### config.mk
export PLATFORM = sky130hd
export DESIGN_NAME = paa_arith_unit
export DESIGN_NICKNAME = d
export VERILOG_FILES = /design/src/design/paa_pkg.sv /design/src/design/paa_arith_unit.sv
export SDC_FILE = /design/constraint.sdc
export NUM_CORES = 2
export LEC_CHECK = 0
export BUFFER_PORTS_ARGS = -buffer_cell sky130_fd_sc_hd__buf_4
export CORE_MARGIN = 2
export CORE_UTILIZATION = 60
export DETAILED_ROUTE_END_ITERATION = 6
export PLACE_DENSITY_LB_ADDON = 0.15
export SLEW_MARGIN = 20
export SYNTH_ARGS = -nofsm -noshare
export SYNTH_HDL_FRONTEND = slang
export SYNTH_SLANG_ARGS = --single-unit
### constraint.sdc
create_clock -name clk_in -period 36.9 [get_ports clk_in]
set_input_delay 5.535 -clock clk_in [delete_from_list [all_inputs] [get_ports clk_in]]
set_output_delay 5.535 -clock clk_in [all_outputs]
set_load 0.01 [all_outputs]
### src/design/paa_pkg.sv
// shared types and constants for the accumulator arithmetic unit
package paa_pkg;

    // instruction codes handled by the unit
    typedef enum logic [2:0] {
        multiply_binary_op    = 3'h0,
        divide_binary_op      = 3'h1,
        increment_binary_op   = 3'h2,
        decrement_binary_op   = 3'h3,
        add_formatted_op      = 3'h4,
        subtract_formatted_op = 3'h5
    } paa_opcode_t;

    // one instruction as offered by the sequencer
    typedef struct packed {
        paa_opcode_t opcode;      // what to do
        logic        src_const;   // multiply/divide: use konst instead of word memory
        logic        indirect;    // word_addr names a pointer word
        logic [15:0] word_addr;   // word memory location or pointer location
        logic [15:0] konst;       // constant operand 0..FFFF
        logic [15:0] bit_addr;    // first discrete bit of the run
        logic [5:0]  bit_count;   // run length 1..32
    } paa_instr_t;

    // status flag set
    typedef struct packed {
        logic divide_overflow_flag;
        logic zero_result_flag;
        logic borrow16_flag;
        logic borrow32_flag;
        logic carry16_flag;
        logic carry32_flag;
        logic negative_result_flag;
        logic bcd_error_flag;
    } paa_flags_t;

    // sticky interrupt events
    typedef struct packed {
        logic bad_count;
        logic bcd_error;
        logic div_overflow;
        logic done;
    } paa_events_t;

    // register offsets, byte addresses
    localparam logic [7:0] PAA_REG_ACC        = 8'h00;
    localparam logic [7:0] PAA_REG_FLAGS      = 8'h04;
    localparam logic [7:0] PAA_REG_STACK1     = 8'h08;
    localparam logic [7:0] PAA_REG_IRQ_STATUS = 8'h0C;
    localparam logic [7:0] PAA_REG_IRQ_ENABLE = 8'h10;
    localparam logic [7:0] PAA_REG_IRQ_CLEAR  = 8'h14;

    // reset values and counts
    localparam logic [31:0] PAA_ACC_RESET   = 32'h0000_0000;
    localparam logic [7:0]  PAA_FLAGS_RESET = 8'h00;
    localparam logic [3:0]  PAA_IRQ_RESET   = 4'h0;
    localparam logic [5:0]  PAA_BITS_MAX    = 6'h20;
    localparam logic [4:0]  PAA_DIV_STEPS   = 5'h1F;  // last index of 32 steps
    localparam int          PAA_BCD_DIGITS  = 8;

endpackage : paa_pkg

### src/design/paa_arith_unit.sv
// accumulator arithmetic unit: binary multiply/divide/inc/dec, formatted bcd add/sub
//
// The register addresses and the strobed register port were left to the implementer.
`timescale 1ns/1ps
module paa_arith_unit #(
    parameter int WORD_AW = 16,
    parameter int BIT_AW  = 16
) (
    input  wire logic                clk_in,
    input  wire logic                rst_b_in,
    // instruction sequencer
    input  wire logic                op_valid_in,
    input  wire paa_pkg::paa_instr_t op_in,
    output logic                     op_ready_out,
    output logic                     op_done_out,
    input  wire logic                acc_load_in,
    input  wire logic [31:0]         acc_load_data_in,
    output logic [31:0]              acc_out,
    output paa_pkg::paa_flags_t      flags_out,
    // word memory
    output logic                     mem_rd_out,
    output logic                     mem_wr_out,
    output logic [WORD_AW-1:0]       mem_addr_out,
    output logic [15:0]              mem_wr_data_out,
    input  wire logic [15:0]         mem_rd_data_in,
    // discrete bit memory
    output logic                     bit_rd_out,
    output logic [BIT_AW-1:0]        bit_addr_out,
    input  wire logic                bit_rd_data_in,
    // accumulator stack level one
    output logic                     stack_wr_out,
    output logic [31:0]              stack_data_out,
    // register port
    input  wire logic [7:0]          reg_addr_in,
    input  wire logic [31:0]         reg_wdata_in,
    input  wire logic                reg_wr_in,
    input  wire logic                reg_rd_in,
    output logic [31:0]              reg_rdata_out,
    output logic                     irq_out
);
    import paa_pkg::*;

    typedef enum logic [3:0] {
        S_IDLE, S_PTR, S_PTR_WAIT, S_WORD, S_WORD_WAIT, S_BIT, S_BIT_WAIT, S_DIV, S_EXEC
    } paa_state_t;

    // bcd adder: sum, carry out of digit 3, carry out of digit 7
    function automatic logic [33:0] paa_bcd_add(input logic [31:0] a, input logic [31:0] b);
        logic [4:0]  d;
        logic        c;
        logic        c16;
        logic [31:0] s;
        c   = 1'b0;
        c16 = 1'b0;
        s   = 32'h0000_0000;
        for (int i = 0; i < PAA_BCD_DIGITS; i++) begin
            d = {1'b0, a[4*i +: 4]} + {1'b0, b[4*i +: 4]} + {4'h0, c};
            c = (d > 5'h09);
            if (c) begin
                d = d + 5'h06;
            end
            s[4*i +: 4] = d[3:0];
            if (i == 3) begin
                c16 = c;
            end
        end
        return {c, c16, s};
    endfunction : paa_bcd_add

    // bcd subtractor: difference, borrow out of digit 3, borrow out of digit 7
    function automatic logic [33:0] paa_bcd_sub(input logic [31:0] a, input logic [31:0] b);
        logic [4:0]  d;
        logic        br;
        logic        br16;
        logic [31:0] s;
        br   = 1'b0;
        br16 = 1'b0;
        s    = 32'h0000_0000;
        for (int i = 0; i < PAA_BCD_DIGITS; i++) begin
            d  = {1'b0, a[4*i +: 4]} - {1'b0, b[4*i +: 4]} - {4'h0, br};
            br = d[4];
            if (br) begin
                d = d + 5'h0A;
            end
            s[4*i +: 4] = d[3:0];
            if (i == 3) begin
                br16 = br;
            end
        end
        return {br, br16, s};
    endfunction : paa_bcd_sub

    // true when any nibble is above nine
    function automatic logic paa_not_bcd(input logic [31:0] v);
        logic bad;
        bad = 1'b0;
        for (int i = 0; i < PAA_BCD_DIGITS; i++) begin
            bad = bad | (v[4*i +: 4] > 4'h9);
        end
        return bad;
    endfunction : paa_not_bcd

    paa_state_t           state_r,   state_nxt;
    paa_instr_t           instr_r,   instr_nxt;
    logic [31:0]          acc_r,     acc_nxt;
    paa_flags_t           flags_r,   flags_nxt;
    logic [31:0]          opnd_r,    opnd_nxt;
    logic [WORD_AW-1:0]   addr_r,    addr_nxt;
    logic [BIT_AW-1:0]    baddr_r,   baddr_nxt;
    logic [5:0]           bidx_r,    bidx_nxt;
    logic [31:0]          quo_r,     quo_nxt;
    logic [16:0]          rem_r,     rem_nxt;
    logic [4:0]           dcnt_r,    dcnt_nxt;
    logic                 done_r,    done_nxt;
    logic                 mwr_r,     mwr_nxt;
    logic [15:0]          mwd_r,     mwd_nxt;
    logic                 swr_r,     swr_nxt;
    logic [31:0]          sdat_r,    sdat_nxt;
    paa_events_t          ev_set;
    paa_events_t          irq_st_r,  irq_st_nxt;
    paa_events_t          irq_en_r,  irq_en_nxt;
    logic [31:0]          rdata_r,   rdata_nxt;

    logic [31:0]          product;
    logic [33:0]          bcd_sum;
    logic [33:0]          bcd_dif;
    logic                 bcd_bad;
    logic [16:0]          trial;
    logic [15:0]          word_res;

    // datapath terms
    assign product  = 32'(acc_r[15:0] * opnd_r[15:0]);
    assign bcd_sum  = paa_bcd_add(acc_r, opnd_r);
    assign bcd_dif  = paa_bcd_sub(acc_r, opnd_r);
    assign bcd_bad  = paa_not_bcd(acc_r) | paa_not_bcd(opnd_r);
    assign trial    = {rem_r[15:0], quo_r[31]} - {1'b0, opnd_r[15:0]};
    assign word_res = (instr_r.opcode == increment_binary_op) ?
                      16'(opnd_r[15:0] + 16'h0001) :
                      16'(opnd_r[15:0] - 16'h0001);

    // sequencer, datapath and flag next values
    always_comb begin
        state_nxt = state_r;
        instr_nxt = instr_r;
        acc_nxt   = acc_r;
        flags_nxt = flags_r;
        opnd_nxt  = opnd_r;
        addr_nxt  = addr_r;
        baddr_nxt = baddr_r;
        bidx_nxt  = bidx_r;
        quo_nxt   = quo_r;
        rem_nxt   = rem_r;
        dcnt_nxt  = dcnt_r;
        done_nxt  = 1'b0;
        mwr_nxt   = 1'b0;
        mwd_nxt   = mwd_r;
        swr_nxt   = 1'b0;
        sdat_nxt  = sdat_r;
        ev_set    = '0;
        case (state_r)
            S_IDLE: begin
                if (op_valid_in) begin
                    instr_nxt = op_in;
                    addr_nxt  = op_in.word_addr[WORD_AW-1:0];
                    baddr_nxt = op_in.bit_addr[BIT_AW-1:0];
                    bidx_nxt  = 6'h00;
                    opnd_nxt  = {16'h0000, op_in.konst};
                    if (op_in.opcode == add_formatted_op ||
                        op_in.opcode == subtract_formatted_op) begin
                        opnd_nxt = 32'h0000_0000;
                        if (op_in.bit_count == 6'h00 || op_in.bit_count > PAA_BITS_MAX) begin
                            ev_set.bad_count = 1'b1;         // refused, accumulator and flags unchanged
                            done_nxt         = 1'b1;
                        end else begin
                            state_nxt = S_BIT;
                        end
                    end else if ((op_in.opcode == multiply_binary_op ||
                                  op_in.opcode == divide_binary_op) && op_in.src_const) begin
                        state_nxt = S_EXEC;
                        if (op_in.opcode == divide_binary_op) begin
                            state_nxt = S_DIV;
                        end
                    end else begin
                        state_nxt = op_in.indirect ? S_PTR : S_WORD;
                    end
                end else if (acc_load_in) begin
                    acc_nxt = acc_load_data_in;
                end
                quo_nxt  = acc_nxt;
                rem_nxt  = 17'h00000;
                dcnt_nxt = 5'h00;
            end
            S_PTR: begin
                state_nxt = S_PTR_WAIT;
            end
            S_PTR_WAIT: begin
                addr_nxt  = mem_rd_data_in[WORD_AW-1:0];         // pointer target
                state_nxt = S_WORD;
            end
            S_WORD: begin
                state_nxt = S_WORD_WAIT;
            end
            S_WORD_WAIT: begin
                opnd_nxt  = {16'h0000, mem_rd_data_in};
                state_nxt = (instr_r.opcode == divide_binary_op) ? S_DIV : S_EXEC;
            end
            S_BIT: begin
                state_nxt = S_BIT_WAIT;
            end
            S_BIT_WAIT: begin
                opnd_nxt[bidx_r[4:0]] = bit_rd_data_in;
                bidx_nxt  = 6'(bidx_r + 6'h01);
                baddr_nxt = BIT_AW'(baddr_r + 1'b1);
                state_nxt = (bidx_nxt == instr_r.bit_count) ? S_EXEC : S_BIT;
            end
            S_DIV: begin
                // one restoring step per cycle, 32 steps
                if (opnd_r[15:0] == 16'h0000) begin
                    state_nxt = S_EXEC;
                end else begin
                    quo_nxt  = {quo_r[30:0], ~trial[16]};
                    rem_nxt  = trial[16] ? {rem_r[15:0], quo_r[31]} : trial;
                    dcnt_nxt = 5'(dcnt_r + 5'h01);
                    if (dcnt_r == PAA_DIV_STEPS) begin
                        state_nxt = S_EXEC;
                    end
                end
            end
            S_EXEC: begin
                done_nxt  = 1'b1;
                state_nxt = S_IDLE;
                case (instr_r.opcode)
                    multiply_binary_op: begin
                        acc_nxt                        = product;
                        flags_nxt.zero_result_flag     = (product == 32'h0000_0000);
                        flags_nxt.negative_result_flag = product[31];
                    end
                    divide_binary_op: begin
                        flags_nxt.divide_overflow_flag = (opnd_r[15:0] == 16'h0000);
                        ev_set.div_overflow            = flags_nxt.divide_overflow_flag;
                        if (!flags_nxt.divide_overflow_flag) begin
                            acc_nxt  = quo_r;
                            swr_nxt  = 1'b1;
                            sdat_nxt = {16'h0000, rem_r[15:0]};
                        end
                        flags_nxt.zero_result_flag     = (acc_nxt == 32'h0000_0000);
                        flags_nxt.negative_result_flag = acc_nxt[31];
                    end
                    increment_binary_op, decrement_binary_op: begin
                        mwr_nxt                    = 1'b1;
                        mwd_nxt                    = word_res;
                        flags_nxt.zero_result_flag = (word_res == 16'h0000);
                    end
                    add_formatted_op: begin
                        acc_nxt                        = bcd_sum[31:0];
                        flags_nxt.carry16_flag         = bcd_sum[32];
                        flags_nxt.carry32_flag         = bcd_sum[33];
                        flags_nxt.zero_result_flag     = (bcd_sum[31:0] == 32'h0000_0000);
                        flags_nxt.negative_result_flag = 1'b0;
                        flags_nxt.bcd_error_flag       = bcd_bad;
                        ev_set.bcd_error               = bcd_bad;
                    end
                    subtract_formatted_op: begin
                        acc_nxt                        = bcd_dif[31:0];
                        flags_nxt.borrow16_flag        = bcd_dif[32];
                        flags_nxt.borrow32_flag        = bcd_dif[33];
                        flags_nxt.zero_result_flag     = (bcd_dif[31:0] == 32'h0000_0000);
                        flags_nxt.negative_result_flag = bcd_dif[33];
                        flags_nxt.bcd_error_flag       = bcd_bad;
                        ev_set.bcd_error               = bcd_bad;
                    end
                    default: begin
                        done_nxt = 1'b1;
                    end
                endcase
            end
            default: begin
                state_nxt = S_IDLE;
            end
        endcase
        ev_set.done = done_nxt;
    end

    // register port next values: sticky status, set wins over clear
    always_comb begin
        irq_st_nxt = irq_st_r;
        irq_en_nxt = irq_en_r;
        rdata_nxt  = 32'h0000_0000;
        if (reg_wr_in) begin
            if (reg_addr_in == PAA_REG_IRQ_ENABLE) begin
                irq_en_nxt = reg_wdata_in[3:0];
            end else if (reg_addr_in == PAA_REG_IRQ_CLEAR) begin
                irq_st_nxt = irq_st_r & ~reg_wdata_in[3:0];
            end
        end
        irq_st_nxt = irq_st_nxt | ev_set;
        if (reg_rd_in) begin
            if (reg_addr_in == PAA_REG_ACC) begin
                rdata_nxt = acc_r;
            end else if (reg_addr_in == PAA_REG_FLAGS) begin
                rdata_nxt = {24'h000000, flags_r};
            end else if (reg_addr_in == PAA_REG_STACK1) begin
                rdata_nxt = sdat_r;
            end else if (reg_addr_in == PAA_REG_IRQ_STATUS) begin
                rdata_nxt = {28'h0000000, irq_st_r};
            end else if (reg_addr_in == PAA_REG_IRQ_ENABLE) begin
                rdata_nxt = {28'h0000000, irq_en_r};
            end else begin
                rdata_nxt = 32'h0000_0000;               // unmapped and clear read zero
            end
        end
    end

    // state registers
    always_ff @(posedge clk_in or negedge rst_b_in) begin
        if (!rst_b_in) begin
            state_r  <= S_IDLE;
            instr_r  <= '0;
            acc_r    <= PAA_ACC_RESET;
            flags_r  <= PAA_FLAGS_RESET;
            opnd_r   <= 32'h0000_0000;
            addr_r   <= '0;
            baddr_r  <= '0;
            bidx_r   <= 6'h00;
            quo_r    <= 32'h0000_0000;
            rem_r    <= 17'h00000;
            dcnt_r   <= 5'h00;
            done_r   <= 1'b0;
            mwr_r    <= 1'b0;
            mwd_r    <= 16'h0000;
            swr_r    <= 1'b0;
            sdat_r   <= 32'h0000_0000;
            irq_st_r <= PAA_IRQ_RESET;
            irq_en_r <= PAA_IRQ_RESET;
            rdata_r  <= 32'h0000_0000;
        end else begin
            state_r  <= state_nxt;
            instr_r  <= instr_nxt;
            acc_r    <= acc_nxt;
            flags_r  <= flags_nxt;
            opnd_r   <= opnd_nxt;
            addr_r   <= addr_nxt;
            baddr_r  <= baddr_nxt;
            bidx_r   <= bidx_nxt;
            quo_r    <= quo_nxt;
            rem_r    <= rem_nxt;
            dcnt_r   <= dcnt_nxt;
            done_r   <= done_nxt;
            mwr_r    <= mwr_nxt;
            mwd_r    <= mwd_nxt;
            swr_r    <= swr_nxt;
            sdat_r   <= sdat_nxt;
            irq_st_r <= irq_st_nxt;
            irq_en_r <= irq_en_nxt;
            rdata_r  <= rdata_nxt;
        end
    end

    // outputs
    assign op_ready_out    = (state_r == S_IDLE);
    assign op_done_out     = done_r;
    assign acc_out         = acc_r;
    assign flags_out       = flags_r;
    assign mem_rd_out      = (state_r == S_PTR) || (state_r == S_WORD);
    assign mem_wr_out      = mwr_r;
    assign mem_addr_out    = addr_r;
    assign mem_wr_data_out = mwd_r;
    assign bit_rd_out      = (state_r == S_BIT);
    assign bit_addr_out    = baddr_r;
    assign stack_wr_out    = swr_r;
    assign stack_data_out  = sdat_r;
    assign reg_rdata_out   = rdata_r;
    assign irq_out         = |(irq_st_r & irq_en_r);

endmodule : paa_arith_unit

==> metrics.txt <==
# TYPE chip_impl_metric gauge
chip_impl_metric{name="path_clk_slew",unit="ns"} 0.06
chip_impl_metric{name="drt_drc_violations_left",unit=""} 11
chip_impl_info{name="timing.hold.worst.start",value="mem_wr_data_out[8]$_DFFE_PN0P_"} 1
chip_impl_metric{name="postCtsSetupBuffers",unit=""} 0
chip_impl_metric{name="antenna_found_initial",unit=""} 5
chip_impl_metric{name="async_reset_ff_share",unit="%"} 100.0
chip_impl_metric{name="final_core_utilization",unit="%"} 67.78
chip_impl_metric{name="die_area",unit="µm²"} 48260
chip_impl_metric{name="average_instance_area_after_synthesis",unit="µm²"} 8.473
chip_impl_metric{name="flow.area_growth_from_synthesis",unit="%"} 12.35
chip_impl_metric{name="regToRegSetupSlack",unit="ns"} 21.67
chip_impl_metric{name="hold-worst-slack",unit="ns"} 0.4840
chip_impl_metric{name="portbufs",unit=""} 268
chip_impl_info{name="cp-endpoint",value="flags_out[6]$_DFFE_PN0P_"} 1
chip_impl_info{name="endpoint_kind",value="flip-flop"} 1
chip_impl_metric{name="initial_utilization",unit="%"} 60.33
chip_impl_metric{name="yosys.area.top_type_share",unit="%"} 22.50
chip_impl_metric{name="vias_in_the_first_global_route",unit=""} 25890
chip_impl_info{name="tritoncts",value="done"} 1
chip_impl_metric{name="max-slew-margin-rel",unit="%"} 27.40
chip_impl_info{name="worstSetupStartpoint",value="opnd_r[1]$_DFFE_PN0P_"} 1
chip_impl_metric{name="routedWlPerCell",unit="µm"} 24.29
chip_impl_info{name="holdCritPathClass",value="flip-flop to flip-flop"} 1
chip_impl_metric{name="critical_path_peak_fanout",unit=""} 18
chip_impl_metric{name="nFillCells",unit=""} 3860
chip_impl_metric{name="netlist-cell-type-count",unit=""} 98
chip_impl_metric{name="routed_wl",unit="mm"} 99.51
chip_impl_metric{name="synth-seq-area-share",unit="%"} 22.50
chip_impl_metric{name="h-tree-depth",unit=""} 1
chip_impl_metric{name="holdBufCountCts",unit=""} 0
chip_impl_metric{name="cts-root-to-sink-buffers",unit=""} 3
chip_impl_metric{name="drt_first_iter_violations",unit=""} 3133
chip_impl_metric{name="overflow",unit=""} 0
chip_impl_metric{name="cts_sink_cnt",unit=""} 251
chip_impl_metric{name="worst-endpoint-arrival",unit="ns"} 15.67
chip_impl_metric{name="hold_viol_final",unit=""} 0
chip_impl_info{name="start_of_the_worst_register_to_register_path",value="opnd_r[1]$_DFFE_PN0P_"} 1
chip_impl_info{name="rsz0062_at_grt",value="no"} 1
chip_impl_info{name="yosys_most_used_dff",value="dfrtp_1"} 1
chip_impl_metric{name="setup_viol_count_final",unit=""} 0
chip_impl_info{name="timing.setup.critical_path_class",value="flip-flop to flip-flop"} 1
chip_impl_info{name="clockRootBuffer",value="clkbuf_16"} 1
chip_impl_metric{name="worst_clock_skew",unit="ns"} 0.02377
chip_impl_metric{name="grt_max_degree",unit=""} 161
chip_impl_metric{name="final_max_slew_viol_count",unit=""} 0
chip_impl_metric{name="fmaxAchievable",unit="MHz"} 65.64
chip_impl_metric{name="worst_skew_pair.late_latency",unit="ns"} 0.60
chip_impl_metric{name="rows",unit=""} 79
chip_impl_info{name="synth_largest_area_cell",value="dfrtp_1"} 1
chip_impl_metric{name="grtUsageTotal",unit="%"} 41.18
chip_impl_metric{name="crit_cells",unit=""} 62
chip_impl_info{name="crit_path_start_kind",value="flip-flop"} 1
chip_impl_metric{name="worst_margin_pin_slew",unit="ns"} 1.085
chip_impl_metric{name="synthesis.instances",unit=""} 3294
chip_impl_metric{name="grt_first_pass_wirelength",unit="mm"} 151.0
chip_impl_metric{name="antenna_violating_nets_post_route",unit=""} 0
chip_impl_metric{name="final.setup.tns",unit="ns"} 0
chip_impl_metric{name="max_cap_viol_count",unit=""} 0
chip_impl_metric{name="synthesis.yosys.warnings",unit=""} 0
chip_impl_metric{name="final_stage_net_count",unit=""} 4077
chip_impl_metric{name="syn_area",unit="µm²"} 27910
chip_impl_metric{name="post_cts.resized_instances",unit=""} 0
chip_impl_metric{name="design.core.area",unit="µm²"} 46260
chip_impl_metric{name="boundaryPins",unit=""} 313
chip_impl_metric{name="tritoncts.num_buffers",unit=""} 29
chip_impl_info{name="status",value="complete, but fails checks"} 1
chip_impl_metric{name="vias_per_cell",unit=""} 6.459
chip_impl_metric{name="dp_hpwl",unit="mm"} 74.46
chip_impl_info{name="failed_checks",value="design-rule violations"} 1
chip_impl_metric{name="ys_ff_latch",unit=""} 251
chip_impl_metric{name="worstRegToRegCells",unit=""} 62
chip_impl_metric{name="worst_ep_required_time",unit="ns"} 37.33
chip_impl_metric{name="synth_edf_count",unit=""} 0
chip_impl_metric{name="die_height",unit="µm"} 219.7
chip_impl_metric{name="final_layout_size_suffix_gt1_share",unit="%"} 13.42
chip_impl_info{name="synth_top_cells_by_area",value="dfrtp_1 (23%), fa_1 (16%), ha_1 (10%)"} 1
chip_impl_metric{name="cpPeakStageDelay",unit="ns"} 0.62
chip_impl_metric{name="bufs_and_invs_on_worst_path",unit=""} 14
chip_impl_info{name="cp_top_family",value="adder cells"} 1
chip_impl_metric{name="fp.dieW",unit="µm"} 219.7
chip_impl_metric{name="fin_crit_sh",unit="%"} 41.29
chip_impl_metric{name="drt_pass1_iterations",unit=""} 7
chip_impl_info{name="crit_reg_reg_endpoint",value="flags_out[6]$_DFFE_PN0P_"} 1
chip_impl_metric{name="detailroute.via_count",unit=""} 26460
chip_impl_metric{name="gp_congestion",unit=""} 1.035
chip_impl_metric{name="timing.final.crit_period",unit="ns"} 15.24
chip_impl_info{name="cpMaxStageDelayCell",value="o21ai_1"} 1
## Yosys cell counts, drive strengths merged (28+ instances only)
library cell and n:
nor2 267, mux2i 59, nor3 44, a211oi 30, nand3 60, xor2 44
and3 45, ha 233, mux2 39, nor4 33, nor2b 33, fa 225
nand2b 28, xnor2 62, nand2 364, dfrtp 251, inv 362, and2 49
a21o 29, a21oi 200, buf 49, o21ai 240, clkbuf 152, a221o 35
## registers in the layout, indices dropped and copies added, names as in the netlist
signal           flops
dcnt_r               5
state_r              4
mem_wr_data_out     16
acc_out             32
irq_st_r             4
stack_wr_out         1
op_done_out          1
stack_data_out      16
reg_rdata_out       32
instr_r              9
irq_en_r             4
opnd_r              32
rem_r               16
bit_addr_out        16
mem_addr_out        16
bidx_r               6
flags_out            8
quo_r               32
mem_wr_out           1
## area by class of cell
cell class	instances	area [µm²]	share of cell area (%)
clock buffers	41	850.8	2.713
diodes	1	2.502	0.007981
inverters	367	1378	4.393
well taps	607	759.5	2.422
repair buffers	326	2471	7.881
multi-input cells	2490	19530	62.27
clock inverters	13	88.84	0.2833
flip-flops and latches	251	6281	20.03
## worst min-delay path: stages (launching register included)
cell	delay, ns
dfrtp_1	0.34
nand2_1	0.04
o21ai_0	0.06
## logic make-up after synthesis
kind of cell	after synthesis	share of synthesized area [%]
buffers and inverters	568	7.957
other	1	0.01344
and+or+nand+nor	1019	17.15
DFF	251	22.50
AOI/OAI and AO/OA	792	18.69
xor gates and xnor gates	107	3.411
muxes	98	3.689
adders and majority gates	458	26.58
## layout by cell type, fill, tap and decap left out, types with 27 or more instances in the layout
master / n
a211oi_1: 27
nor4_1: 33
nand2b_1: 28
dfrtp_1: 251
o21ai_0: 216
clkbuf_16: 29
ha_1: 233
nor2_1: 264
mux2i_1: 59
inv_1: 360
nand3_1: 60
buf_4: 323
a21o_1: 29
and3_1: 45
a21oi_1: 200
xnor2_1: 62
nor3_1: 40
fa_1: 225
xor2_1: 44
nor2b_1: 32
a221o_1: 35
and2_1: 47
mux2_2: 39
nand2_1: 363
## layer usage
metal / vias to the layer above / GRT usage (%) / wire length (µm)
li1: 11630 / - / -
met1: 12930 / 52.40 / 37540
met2: 1500 / 64.40 / 44790
met3: 394 / 9.648 / 10130
met4: 6 / 23.76 / 7021
met5: - / 0 / 29
## per-stage QoR
| stage | std cells | instance area [µm²] | worst slack, ns |
|---|---|---|---|
| 6_report | 4096 | 31360 | 21.67 |
| 5_1_grt | 4095 | 31350 | 20.63 |
| 4_1_cts | 4094 | 31330 | 21.95 |
| 3_5_place_dp | 4040 | 30390 | 22.01 |
| 3_3_place_gp | 4040 | 30390 | 22.29 |
| 2_1_floorplan | 3309 | 27970 | 24.41 |
## worst min path at each step
stage | to | slack, ns | depth (start not counted)
after detailed placement | mem_wr_data_out[6]$_DFFE_PN0P_ | 0.47 | 2
final | mem_wr_data_out[8]$_DFFE_PN0P_ | 0.48 | 2
after floorplan | irq_st_r[3]$_DFF_PN0_ | 0.47 | 2
after global placement | mem_wr_data_out[13]$_DFFE_PN0P_ | 0.46 | 2
after CTS | mem_wr_data_out[6]$_DFFE_PN0P_ | 0.49 | 2
after global routing | instr_r[0]$_DFFE_PN0P_ | 0.52 | 2
Power is not shown: default switching activity piles up to over one toggle a cycle in this logic, so the estimate is an artifact.
